File: src/pkg/uctl_pkg.sv
// Purpose: Shared constants and types of the serial port control block
// Assumes: Avalon-MM byte addresses, 32-bit data
// Notes: Each register takes one aligned word
package uctl_pkg;
  // ****************************************
  // Register map
  // ****************************************
  localparam logic [7:0] OFS_DATA = 8'h00;
  localparam logic [7:0] OFS_STATUS = 8'h18;
  localparam logic [7:0] OFS_INT_DIV = 8'h24;
  localparam logic [7:0] OFS_FRAC_DIV = 8'h28;
  localparam logic [7:0] OFS_CTRL = 8'h30;
  // ****************************************
  // Field positions
  // ****************************************
  localparam int CTRL_EN_BIT = 0;
  localparam int CTRL_OVS_BIT = 3;
  localparam int CTRL_TXE_BIT = 8;
  localparam int CTRL_RXE_BIT = 9;
  localparam int CTRL_RTS_BIT = 11;
  localparam int CTRL_RTSFLOW_BIT = 14;
  localparam int CTRL_CTSFLOW_BIT = 15;
  localparam int CTRL_DLY_LSB = 16;
  localparam int CTRL_DLY_MSB = 19;
  localparam int STAT_TX_BUSY_BIT = 0;
  localparam int STAT_TX_FULL_BIT = 1;
  localparam int STAT_RX_FULL_BIT = 2;
  localparam int STAT_RX_BUSY_BIT = 3;
  localparam int STAT_CTS_BIT = 4;
  // ****************************************
  // Reset values and counts
  // ****************************************
  localparam logic EN_RESET = 1'b0;
  localparam logic TXE_RESET = 1'b1;
  localparam logic RXE_RESET = 1'b1;
  localparam logic [3:0] DLY_RESET = 4'h4;
  localparam logic [15:0] INT_DIV_RESET = 16'h0001;
  localparam logic [5:0] FRAC_DIV_RESET = 6'h00;
  localparam logic [3:0] LAST_TICK_WIDE = 4'hF;
  localparam logic [3:0] LAST_TICK_NARROW = 4'h7;
  localparam logic [3:0] HALF_TICK_WIDE = 4'h7;
  localparam logic [3:0] HALF_TICK_NARROW = 4'h3;
  localparam logic [2:0] LAST_DATA_BIT = 3'h7;
  // ****************************************
  // Types
  // ****************************************
  typedef struct packed {
    logic [3:0] sample_delay;
    logic cts_flow;
    logic rts_flow;
    logic rts;
    logic receive_enable_bit;
    logic transmit_enable_bit;
    logic ovs;
    logic en;
  } uctl_ctrl_t;

  typedef struct packed {
    logic read;
    logic write;
    logic [7:0] address;
    logic [31:0] writedata;
  } uctl_av_req_t;

  typedef enum logic [3:0] {
    TX_IDLE = 4'h1,
    TX_START = 4'h2,
    TX_DATA = 4'h4,
    TX_STOP = 4'h8
  } uctl_tx_state_t;

  typedef enum logic [3:0] {
    RX_IDLE = 4'h1,
    RX_START = 4'h2,
    RX_DATA = 4'h4,
    RX_STOP = 4'h8
  } uctl_rx_state_t;
endpackage : uctl_pkg

File: src/verilog/uctl_baud.sv
// Purpose: Oversampling tick from integer and fractional divisor
// Assumes: Divisor held stable by the caller while a character is running
// Notes: Fraction is in 64ths of a reference cycle
`timescale 1ns/1ps
module uctl_baud import uctl_pkg::*; (
  // Clock and reset
  input wire logic clk,
  input wire logic rst_b,
  // Divisor
  input wire logic [15:0] int_div,
  input wire logic [5:0] frac_div,
  // Tick
  output logic tick
);
  typedef struct packed {
    logic [15:0] cnt;
    logic [5:0] acc;
    logic extra;
    logic tick;
  } uctl_baud_st_t;

  uctl_baud_st_t st;
  uctl_baud_st_t nx;
  logic [15:0] limit;
  logic [6:0] sum;

  always_comb begin
    nx = st;
    nx.tick = 1'b0;
    // Zero divisor behaves as one, avoids a stuck counter
    limit = (int_div == 16'h0000) ? 16'h0000 : 16'(int_div - 16'h0001);
    limit = 16'(limit + {15'h0000, st.extra});
    sum = {1'b0, st.acc} + {1'b0, frac_div};
    if (st.cnt >= limit) begin
      nx.cnt = 16'h0000;
      nx.tick = 1'b1;
      nx.acc = sum[5:0];
      nx.extra = sum[6];
    end else begin
      nx.cnt = 16'(st.cnt + 16'h0001);
    end
  end

  always_ff @(posedge clk) begin
    if (!rst_b) begin
      st <= '0;
    end else begin
      st <= nx;
    end
  end

  assign tick = st.tick;
endmodule : uctl_baud

File: src/verilog/uctl_top.sv
// Purpose: Serial port control register and character engine
// Assumes: clk is the reference clock; 8 data bits, no parity, 1 stop
// Notes: One-character holding registers each way
//
// What this block does
// [RL1] Control bit 0 enables the port; cleared means no transmit or receive.
// [RL2] Clearing the enable mid-character lets that character finish first.
// [RL3] Bit 3 selects 16 or 8 divisor ticks per bit period.
// [RL4] Supports clock/16 baud wide and clock/8 baud narrow oversampling.
// [RL5] Transmit enable bit 8 resets to 1 and gates the transmitter.
// [RL6] Receive enable bit 9 resets to 1 and gates the receiver.
// [RL7] Bit 11 drives the request-to-send pin inverted.
// [RL8] With bit 14 set, request data only while receive space exists.
// [RL9] With bit 15 set, start sending only while clear-to-send is asserted.
// [RL10] Bits 19:16, reset 4, set start-bit wait in reference cycles.
// [RL11] Software uses the start-bit field only at divisor 1, eightfold.
// [RL12] Software sets the field to clock over twice baud, minus one.
// [RL13] Divisor has integer and fraction; changes apply after the character.
`timescale 1ns/1ps
module uctl_top import uctl_pkg::*; (
  // Clock and reset
  input wire logic clk,
  input wire logic rst_b,
  // Avalon-MM slave
  input wire uctl_av_req_t av_req,
  output logic [31:0] av_readdata,
  output logic av_waitrequest,
  // Serial lines
  input wire logic rx_pin,
  input wire logic cts_b,
  output logic tx_pin,
  output logic rts_b
);
  typedef struct packed {
    uctl_ctrl_t ctrl;
    logic [15:0] sw_int_div;
    logic [5:0] sw_frac_div;
    logic [15:0] div_int;
    logic [5:0] div_frac;
    logic waitreq;
    logic [31:0] rdata;
    logic rx_m;
    logic rx_s;
    logic cts_m;
    logic cts_s;
    uctl_tx_state_t tx_state;
    logic [3:0] tx_tcnt;
    logic [2:0] tx_bit;
    logic [7:0] tx_shift;
    logic [7:0] tx_hold;
    logic tx_full;
    logic tx_line;
    uctl_rx_state_t rx_state;
    logic [3:0] rx_tcnt;
    logic [2:0] rx_bit;
    logic [7:0] rx_shift;
    logic [7:0] rx_hold;
    logic rx_full;
    logic rts_line;
  } uctl_top_st_t;

  uctl_top_st_t st;
  uctl_top_st_t nx;
  logic tick;
  logic do_wr;
  logic do_rd;
  logic cts_ok;
  logic fast_start;

  function automatic logic bit_end(input logic [3:0] cnt, input logic ovs);
    bit_end = (cnt == (ovs ? LAST_TICK_NARROW : LAST_TICK_WIDE)); // [RL3]
  endfunction : bit_end

  // ****************************************
  // Tick generator
  // ****************************************
  uctl_baud u_baud (
    .clk(clk),
    .rst_b(rst_b),
    .int_div(st.div_int),
    .frac_div(st.div_frac),
    .tick(tick)
  );

  // ****************************************
  // Next state
  // ****************************************
  always_comb begin
    nx = st;
    do_wr = av_req.write & ~st.waitreq;
    do_rd = av_req.read & ~st.waitreq;
    // One wait cycle per access, then ready for one edge
    nx.waitreq = ~((av_req.read | av_req.write) & st.waitreq);
    nx.rdata = 32'h0000_0000;
    unique case (av_req.address)
      OFS_DATA: nx.rdata[7:0] = st.rx_hold;
      OFS_STATUS: begin
        nx.rdata[STAT_TX_BUSY_BIT] = (st.tx_state != TX_IDLE);
        nx.rdata[STAT_TX_FULL_BIT] = st.tx_full;
        nx.rdata[STAT_RX_FULL_BIT] = st.rx_full;
        nx.rdata[STAT_RX_BUSY_BIT] = (st.rx_state != RX_IDLE);
        nx.rdata[STAT_CTS_BIT] = ~st.cts_s;
      end
      OFS_INT_DIV: nx.rdata[15:0] = st.sw_int_div;
      OFS_FRAC_DIV: nx.rdata[5:0] = st.sw_frac_div;
      OFS_CTRL: begin
        nx.rdata[CTRL_EN_BIT] = st.ctrl.en;
        nx.rdata[CTRL_OVS_BIT] = st.ctrl.ovs;
        nx.rdata[CTRL_TXE_BIT] = st.ctrl.transmit_enable_bit;
        nx.rdata[CTRL_RXE_BIT] = st.ctrl.receive_enable_bit;
        nx.rdata[CTRL_RTS_BIT] = st.ctrl.rts;
        nx.rdata[CTRL_RTSFLOW_BIT] = st.ctrl.rts_flow;
        nx.rdata[CTRL_CTSFLOW_BIT] = st.ctrl.cts_flow;
        nx.rdata[CTRL_DLY_MSB:CTRL_DLY_LSB] = st.ctrl.sample_delay;
      end
      default: nx.rdata = 32'h0000_0000;
    endcase
    // Pin synchronisers
    nx.rx_m = rx_pin;
    nx.rx_s = st.rx_m;
    nx.cts_m = cts_b;
    nx.cts_s = st.cts_m;
    cts_ok = ~st.ctrl.cts_flow | ~st.cts_s; // [RL9]
    if (do_rd && av_req.address == OFS_DATA) begin
      nx.rx_full = 1'b0;
    end
    if (do_wr) begin
      unique case (av_req.address)
        OFS_DATA: begin
          // Byte written while holding is full is dropped
          if (!st.tx_full) begin
            nx.tx_hold = av_req.writedata[7:0];
            nx.tx_full = 1'b1;
          end
        end
        OFS_INT_DIV: nx.sw_int_div = av_req.writedata[15:0];
        OFS_FRAC_DIV: nx.sw_frac_div = av_req.writedata[5:0];
        OFS_CTRL: begin
          nx.ctrl.en = av_req.writedata[CTRL_EN_BIT]; // [RL1]
          nx.ctrl.ovs = av_req.writedata[CTRL_OVS_BIT]; // [RL3]
          nx.ctrl.transmit_enable_bit = av_req.writedata[CTRL_TXE_BIT]; // [RL5]
          nx.ctrl.receive_enable_bit = av_req.writedata[CTRL_RXE_BIT]; // [RL6]
          nx.ctrl.rts = av_req.writedata[CTRL_RTS_BIT];
          nx.ctrl.rts_flow = av_req.writedata[CTRL_RTSFLOW_BIT];
          nx.ctrl.cts_flow = av_req.writedata[CTRL_CTSFLOW_BIT];
          nx.ctrl.sample_delay = av_req.writedata[CTRL_DLY_MSB:CTRL_DLY_LSB]; // [RL10]
        end
        default: nx.ctrl = st.ctrl;
      endcase
    end
    // Divisor only follows software between characters
    if (st.tx_state == TX_IDLE && st.rx_state == RX_IDLE) begin
      nx.div_int = st.sw_int_div; // [RL13]
      nx.div_frac = st.sw_frac_div; // [RL13]
    end
    // Transmitter; enables are looked at only when idle
    unique case (st.tx_state)
      TX_IDLE: begin
        nx.tx_tcnt = 4'h0;
        if (st.tx_full && st.ctrl.en && st.ctrl.transmit_enable_bit && cts_ok) begin // [RL1] [RL5] [RL9]
          nx.tx_shift = st.tx_hold;
          nx.tx_full = 1'b0;
          nx.tx_line = 1'b0;
          nx.tx_state = TX_START;
        end
      end
      default: begin
        if (tick) begin
          nx.tx_tcnt = 4'(st.tx_tcnt + 4'h1);
          if (bit_end(st.tx_tcnt, st.ctrl.ovs)) begin // [RL2] [RL4]
            nx.tx_tcnt = 4'h0;
            if (st.tx_state == TX_START) begin
              nx.tx_line = st.tx_shift[0];
              nx.tx_bit = 3'h0;
              nx.tx_state = TX_DATA;
            end else if (st.tx_state == TX_DATA) begin
              if (st.tx_bit == LAST_DATA_BIT) begin
                nx.tx_line = 1'b1;
                nx.tx_state = TX_STOP;
              end else begin
                nx.tx_line = st.tx_shift[1];
                nx.tx_shift = {1'b0, st.tx_shift[7:1]};
                nx.tx_bit = 3'(st.tx_bit + 3'h1);
              end
            end else begin
              nx.tx_state = TX_IDLE;
            end
          end
        end
      end
    endcase
    // Receiver; fast start wait counts reference cycles, else ticks
    fast_start = (st.div_int == INT_DIV_RESET) && st.ctrl.ovs;
    unique case (st.rx_state)
      RX_IDLE: begin
        nx.rx_tcnt = 4'h0;
        if (!st.rx_s && st.ctrl.en && st.ctrl.receive_enable_bit) begin // [RL1] [RL6]
          nx.rx_state = RX_START;
        end
      end
      RX_START: begin
        if (fast_start || tick) begin
          nx.rx_tcnt = 4'(st.rx_tcnt + 4'h1);
        end
        if ((fast_start && st.rx_tcnt == st.ctrl.sample_delay) || // [RL10]
            (!fast_start && tick && st.rx_tcnt == (st.ctrl.ovs ? HALF_TICK_NARROW : HALF_TICK_WIDE))) begin
          nx.rx_tcnt = 4'h0;
          nx.rx_bit = 3'h0;
          // Glitch shorter than half a bit is not a start
          nx.rx_state = st.rx_s ? RX_IDLE : RX_DATA;
        end
      end
      default: begin
        if (tick) begin
          nx.rx_tcnt = 4'(st.rx_tcnt + 4'h1);
          if (bit_end(st.rx_tcnt, st.ctrl.ovs)) begin // [RL2] [RL4]
            nx.rx_tcnt = 4'h0;
            if (st.rx_state == RX_DATA) begin
              nx.rx_shift = {st.rx_s, st.rx_shift[7:1]};
              nx.rx_bit = 3'(st.rx_bit + 3'h1);
              if (st.rx_bit == LAST_DATA_BIT) begin
                nx.rx_state = RX_STOP;
              end
            end else begin
              // Overrun and framing errors drop the byte
              if (st.rx_s && !st.rx_full) begin
                nx.rx_hold = st.rx_shift;
                nx.rx_full = 1'b1;
              end
              nx.rx_state = RX_IDLE;
            end
          end
        end
      end
    endcase
    nx.rts_line = st.ctrl.rts_flow ? st.rx_full : ~st.ctrl.rts; // [RL7] [RL8]
  end

  // ****************************************
  // State register
  // ****************************************
  always_ff @(posedge clk) begin
    if (!rst_b) begin
      st <= '0;
      st.ctrl.en <= EN_RESET;
      st.ctrl.transmit_enable_bit <= TXE_RESET; // [RL5]
      st.ctrl.receive_enable_bit <= RXE_RESET; // [RL6]
      st.ctrl.sample_delay <= DLY_RESET; // [RL10]
      st.sw_int_div <= INT_DIV_RESET;
      st.sw_frac_div <= FRAC_DIV_RESET;
      st.div_int <= INT_DIV_RESET;
      st.div_frac <= FRAC_DIV_RESET;
      st.waitreq <= 1'b1;
      st.rx_m <= 1'b1;
      st.rx_s <= 1'b1;
      st.cts_m <= 1'b1;
      st.cts_s <= 1'b1;
      st.tx_state <= TX_IDLE;
      st.rx_state <= RX_IDLE;
      st.tx_line <= 1'b1;
      st.rts_line <= 1'b1;
    end else begin
      st <= nx;
    end
  end

  assign av_readdata = st.rdata;
  assign av_waitrequest = st.waitreq;
  assign tx_pin = st.tx_line;
  assign rts_b = st.rts_line;

  // ****************************************
  // Checks
  // ****************************************
  property p_tx_off;
    @(posedge clk) disable iff (!rst_b) (st.tx_state == TX_IDLE && !st.ctrl.en) |=> st.tx_state == TX_IDLE;
  endproperty
  a_tx_off: assert property (p_tx_off) else $error("transmitter started while port disabled"); // [RL1]

  property p_finish;
    @(posedge clk) disable iff (!rst_b) (st.tx_state == TX_DATA && !st.ctrl.en) |=> st.tx_state != TX_IDLE;
  endproperty
  a_finish: assert property (p_finish) else $error("character cut short"); // [RL2]

  property p_ovs;
    @(posedge clk) disable iff (!rst_b) st.ctrl.ovs |-> st.tx_tcnt <= LAST_TICK_NARROW;
  endproperty
  a_ovs: assert property (p_ovs) else $error("bit period too long in eightfold mode"); // [RL3]

  property p_txe_reset;
    @(posedge clk) (!$past(rst_b) && rst_b) |-> (st.ctrl.transmit_enable_bit && st.ctrl.receive_enable_bit && st.ctrl.sample_delay == DLY_RESET);
  endproperty
  a_txe_reset: assert property (p_txe_reset) else $error("wrong control reset value"); // [RL5]

  property p_rxe_gate;
    @(posedge clk) disable iff (!rst_b) (st.rx_state == RX_IDLE && !st.ctrl.receive_enable_bit) |=> st.rx_state == RX_IDLE;
  endproperty
  a_rxe_gate: assert property (p_rxe_gate) else $error("receiver started while disabled"); // [RL6]

  property p_rts_pol;
    @(posedge clk) disable iff (!rst_b) !st.ctrl.rts_flow |=> rts_b == !$past(st.ctrl.rts);
  endproperty
  a_rts_pol: assert property (p_rts_pol) else $error("request-to-send polarity wrong"); // [RL7]

  property p_rts_flow;
    @(posedge clk) disable iff (!rst_b) (st.ctrl.rts_flow && st.rx_full) |=> rts_b;
  endproperty
  a_rts_flow: assert property (p_rts_flow) else $error("data requested with no space"); // [RL8]

  property p_cts;
    @(posedge clk) disable iff (!rst_b) (st.tx_state == TX_IDLE && st.ctrl.cts_flow && st.cts_s) |=> st.tx_state == TX_IDLE;
  endproperty
  a_cts: assert property (p_cts) else $error("send started without clear-to-send"); // [RL9]

  property p_div;
    @(posedge clk) disable iff (!rst_b) !$stable(st.div_int) |-> $past(st.tx_state == TX_IDLE && st.rx_state == RX_IDLE);
  endproperty
  a_div: assert property (p_div) else $error("divisor changed mid character"); // [RL13]
endmodule : uctl_top

File: config.mk
export PLATFORM = sky130hd
export DESIGN_NAME = uctl_top
export DESIGN_NICKNAME = d
export VERILOG_FILES = /design/src/pkg/uctl_pkg.sv /design/src/verilog/uctl_baud.sv /design/src/verilog/uctl_top.sv
export SDC_FILE = /design/constraint.sdc
export NUM_CORES = 1
export LEC_CHECK = 0
export ABC_AREA = 1
export BUFFER_PORTS_ARGS = -buffer_cell sky130_fd_sc_hd__buf_2
export CORE_AREA = 2 2 110 139
export CTS_CLUSTER_SIZE = 10
export DETAILED_ROUTE_END_ITERATION = 12
export DIE_AREA = 0 0 112 141
export HOLD_SLACK_MARGIN = 0.06
export PLACE_DENSITY = 0.76
export SLEW_MARGIN = 40
export SYNTH_ARGS = -nofsm -noshare
export SYNTH_HDL_FRONTEND = slang
export SYNTH_HIERARCHICAL = 1
export SYNTH_SLANG_ARGS = --single-unit
File: constraint.sdc
create_clock -name clk -period 8.6 [get_ports clk]
set_clock_uncertainty 0.1 [all_clocks]
set_input_delay 1.29 -clock clk [delete_from_list [all_inputs] [get_ports clk]]
set_output_delay 1.29 -clock clk [all_outputs]
set_load 0.01 [all_outputs]
==> results of run 1 <==
where the power goes:
| part | switching (W) | leakage, nW | internal (W) | total [W] |
|---|---|---|---|---|
| sequential | 0.0000808 | 1.31 | 0.000821 | 0.000902 |
| clock | 0.000293 | 0.283 | 0.000461 | 0.000754 |
| combinational | 0.000536 | 2.49 | 0.000287 | 0.000823 |
metal layers:
metal	share of wire	GRT usage
met1	0.42	0.257
met2	0.53	0.432
met3	0.030	0.0430
met4	0.019	0.0822
met5	0	0
per-stage QoR:
step / instance area (sq um) / setup WS, ps / cells / hold slack [ps] / utilization
4_1_cts: 9250 / 4070 / 1371 / 315 / 0.632
3_5_place_dp: 8670 / 4080 / 1341 / 301 / 0.592
2_1_floorplan: 8550 / 5060 / 1163 / 293 / -
5_1_grt: 9270 / 3570 / 1372 / 322 / 0.633
6_report: 9270 / 4110 / 1372 / 314 / 0.633
3_3_place_gp: 8650 / 4130 / 1340 / 294 / 0.591
cell families after synthesis:
logic type                 after synthesis  share of synthesized area
and+or+nand+nor                        478                      0.277
AOI/OAI and AO/OA                      242                      0.152
buffers and inverters                  213                      0.116
DFF                                    162                      0.381
adders and majority gates               33                     0.0494
xor gates and xnor gates                23                     0.0246
other                                    1                   0.000441
cell usage after synthesis (all sizes together) (2+ instances only):
library cell / number
o32ai: 2
a21oi: 106
nor3: 16
xnor2: 4
ha: 32
nor4: 3
o22ai: 10
nand2: 209
o211ai: 7
nor2: 154
o21ai: 108
clkbuf: 10
o21bai: 5
a21o: 2
inv: 150
dfxtp: 162
nand3b: 3
buf: 52
or2: 8
xor2: 19
nand4: 12
nand3: 72
flip-flops by register name, indices dropped and copies added (netlist names):
name,flops
av_readdata,20
av_waitrequest,1
nx,2
rts_b,1
st,113
tx_pin,1
u_baud/st,23
u_baud/tick,1
layout make-up:
type	instances	area, sq um
Timing Repair Buffer	59	323
Clock buffer	21	450
Sequential cell	162	3240
Multi-Input combinational cell	788	4320
Inverter	151	574
Clock inverter	9	134
Fill cell	1329	5370
Tap cell	182	228
how the worst max path moves through the flow:
stage	from	to	slack [ps]	depth (start not counted)
floorplan	st[101]	u_baud/st[10]	5060	25
global placement	st[101]	u_baud/st[2]	4130	25
detailed placement	st[101]	u_baud/st[7]	4080	25
CTS	st[101]	u_baud/st[7]	4070	25
global route	st[101]	u_baud/st[2]	3570	25
finish	st[101]	u_baud/st[7]	4110	25
==> reports/results.ini, run 1 <==
[layout]
synthToLayoutAreaGrowth_pct=8.99
layout-drive-gt1-share=0.144
fin_nets=1258
layout_common_cells=nand2_1, dfxtp_1, inv_1
n_antenna_cell=0
layout_commonest_cell=nand2_1

[power]
p_per_area_nw_per_um2=267
ir_worst_vdd_mv=0.204
total_power_w=0.00248
p_leak_nw=4.09

[route]
postRouteAntennaNets=0
routed_via_density=5.23
drt_iter0_markers=302
via_count=7172
wl_per_cell_um=13.0
routed_wl_mm=17.9
drt_pass1_iterations=5
drc=0

[placed_design]
place_congestion=0.863
dp.final_hpwl_mm=13.1
port_buffers=56

[clock_tree]
clock_latency_ps=420
ctsHoldBuffers=0
clock_sinks=162
path_clk_slew_ps=60
cts_resized=0
postCtsSetupBuffers=0
numCtsBuffers=17
cts_root_buf=clkbuf_16
cts_tree=built
clockBufferDepth=2
htree_num_levels=4

[sta]
setup_violations=0
finalSetupTns_ps=0
drv_slew=0
finalHoldViolCount=0
tightest_slew_ps=798
post-route-min-period_ps=4490
rsz0062_at_grt=no
post-route-period-util=0.522
relSlewSlack=0.467
fmaxAchievable_mhz=223

[synthesis]
syn_area_sq_um=8500
syn_area_per_cell_sq_um=7.38
yosysSeqAreaShare=0.381
ys_async_sr_fraction=0
synth_edf_count=0
syn_inst=1152
synth_ff_type=dfxtp_1
synth_warnings=6
ys_ff_latch=162
synth_cell_types=49
synth.area.top_cells=dfxtp_1, nand2_1, a21oi_1, inv_1, o21ai_0
synth_top_area_share=0.381
yosys.area.top_type=dfxtp_1

[floorplan]
fp.dieH_um=141
die_x_um=112
rows=50
initial_utilization=0.581
io_pins=81
coreArea_sq_um=14600
dieArea_sq_um=15800

[setup_path]
crit_required_ps=8870
rr_startpoint=st[101]
end_kind=flop
critPathMaxFanout=17
startpoint_type=flop
r2r_cells=25
rr_endpoint=u_baud/st[7]
crit_family=simple AND/OR/NAND/NOR gates
path_common_cell=nand2_1
critPathBufInv=4
r2r_setup_slack_ps=4110
crit_type=reg2reg
slowest_stage=nand4_1
cp.arrival_ps=4760
max_stage_delay_ps=590

[global_route]
track_usage=0.230
grt_max_degree=64
grt_pass1_vias=6596
grt_overflow=0
grt_pass1_wl_mm=29.8
antenna_found_initial=0

[hold_path]
hp-start=nx[58]
hold_end=st[58]
hold_path.class=reg2reg
whs_path_depth=1

[run]
cap_violations=0

[status]
status=finished clean

No activity file was read; power rests on OpenSTA's default activity.
==> run 2, diff against run 1 <==
--- a/config.mk
+++ b/config.mk
@@ -7,12 +7,12 @@
 export LEC_CHECK = 0
 export ABC_AREA = 1
 export BUFFER_PORTS_ARGS = -buffer_cell sky130_fd_sc_hd__buf_2
-export CORE_AREA = 2 2 110 139
+export CORE_AREA = 2 2 116 146
 export CTS_CLUSTER_SIZE = 10
 export DETAILED_ROUTE_END_ITERATION = 12
-export DIE_AREA = 0 0 112 141
+export DIE_AREA = 0 0 118 148
 export HOLD_SLACK_MARGIN = 0.06
-export PLACE_DENSITY = 0.76
+export PLACE_DENSITY = 0.72
 export SLEW_MARGIN = 40
 export SYNTH_ARGS = -nofsm -noshare
 export SYNTH_HDL_FRONTEND = slang
==> constraint.sdc (replaced) <==
create_clock -name clk -period 3.65 [get_ports clk]
set_clock_uncertainty 0.1 [all_clocks]
set_input_delay 0.5475 -clock clk [delete_from_list [all_inputs] [get_ports clk]]
set_output_delay 0.5475 -clock clk [all_outputs]
set_load 0.01 [all_outputs]
==> reports/results.ini, run 2 (same netlist as run 1, synthesis figures left out) <==
[status]
status=finished clean

[setup_path]
rr_startpoint=st[101]
crit_family=simple AND/OR/NAND/NOR gates
startpoint_type=flop
rr_endpoint=u_baud/st[19]
cp.arrival_ps=3660
critPathBufInv=7
slowest_stage=dfxtp_2
r2r_setup_slack_ps=240
crit_required_ps=3900
end_kind=flop
critPathMaxFanout=6
crit_path_start=st[101]
r2r_cells=25
crit_type=reg2reg
max_stage_delay_ps=350

[layout]
layout.cells.non_filler=1428
synthToLayoutAreaGrowth_pct=13.0
layout_common_cells=nand2_1, dfxtp_1, inv_1
fillers=1483
max_flop_register=st
n_antenna_cell=0
seq_area_sq_um=3250
layout_commonest_cell=nand2_1
multi_input_comb_area_sq_um=4400
fin_nets=1279
largest_register_ffs=113
layout-drive-gt1-share=0.174

[placed_design]
port_buffers=56
place_congestion=0.870
dp.final_hpwl_mm=13.4
placed_cells=1388

[global_route]
grt_pass1_vias=6857
antenna_found_initial=0
track_usage=0.218
grt_max_degree=58
grt_pass1_wl_mm=31.2
grt_overflow=0

[floorplan]
die_x_um=118
dieArea_sq_um=17500
fp.dieH_um=148
io_pins=81
initial_utilization=0.529
rows=52
coreArea_sq_um=16100

[hold_path]
hp-start=cts_b
hold_path.class=in2reg
whs_path_depth=2
hold_end=nx[58]

[sta]
tightest_slew_ps=851
post-route-period-util=0.936
finalHoldViolCount=0
relSlewSlack=0.432
post-route-min-period_ps=3410
drv_slew=0
finalSetupTns_ps=0
setup_violations=0
fmaxAchievable_mhz=293

[clock_tree]
cts_root_buf=clkbuf_16
clockBufferDepth=2
clock_sinks=162
ctsHoldBuffers=0
numCtsBuffers=17
clock_latency_ps=430
path_clk_slew_ps=60
cts_tree=built
htree_num_levels=4

[route]
via_count=7204
routed_via_density=5.04
routed_wl_mm=18.4
drt_iter0_markers=296
wl_per_cell_um=12.9
drt_pass1_iterations=5
postRouteAntennaNets=0
drc=0

[power]
ir_worst_vdd_mv=0.345
p_leak_nw=4.21
p_per_area_nw_per_um2=647

[run]
cap_violations=0

[run 2: cell types whose count changed in the layout (fill, tap and decap cells not counted), moves of 3 or more]
cell / previous run / this run
buf_4: 1 / 22
ha_1: 32 / 27
ha_4: 0 / 4
inv_1: 138 / 135
inv_2: 11 / 14
[run 2: how the worst max path moves through the flow]
stage                          to  slack (ps)  depth (start not counted)
detailed placement   u_baud/st[6]         -30                         26
CTS                  u_baud/st[2]          10                         26
floorplan           u_baud/st[10]         110                         25
global placement     u_baud/st[3]          80                         26
global route         u_baud/st[1]         -20                         26
finish              u_baud/st[19]         240                         25
[run 2: layout make-up]
class	count	share of cell area
Sequential cell	162	0.338
Clock buffer	19	0.0461
Timing Repair Buffer	80	0.0491
Clock inverter	12	0.0214
Tap cell	216	0.0281
Multi-Input combinational cell	788	0.458
Inverter	151	0.0598
[run 2: worst reg2reg max path, delay by kind of cell (launching register included)]
family          cells  cell delay [ps]
simple gates       13             1290
flops               1              350
compound gates      1              130
buf+inv             7              660
fa+ha+maj           3              680
xor+xnor            1              130
[run 2: through the flow]
stage | utilization | area [sq um] | setup slack [ps] | total power (W) | hold slack [ps]
floorplan | - | 8550 | 109 | 0.00373 | 293
global placement | 0.547 | 8800 | 75.5 | 0.00409 | 295
detailed placement | 0.547 | 8800 | -32.0 | 0.00414 | 297
CTS | 0.590 | 9470 | 13.3 | 0.00617 | 185
global route | 0.598 | 9610 | -18.7 | 0.00666 | 189
finish | 0.598 | 9610 | 235 | 0.00621 | 197
[run 2: metal layers]
layer,vias up,part of all wire,GRT usage
met5,-,0,0
li1,3791,-,-
met1,3274,0.42,0.245
met3,38,0.029,0.0448
met4,0,0.023,0.0837
met2,101,0.53,0.404
[run 2: timing repair]
item | CTS | global route
setup endpoints to repair | 14 | 24
pin swaps | 1 | 11
buffers inserted | 2 | 5
cloned | 1 | 0
resized for setup | 3 | 19
[run 2: where the power goes]
group          switching [W]  total [W]  internal (W)  leakage (nW)
clock               0.000722    0.00196       0.00123         0.315
combinational        0.00137    0.00217      0.000793          2.59
sequential          0.000159    0.00209       0.00194          1.31
total                0.00225    0.00621       0.00396          4.21
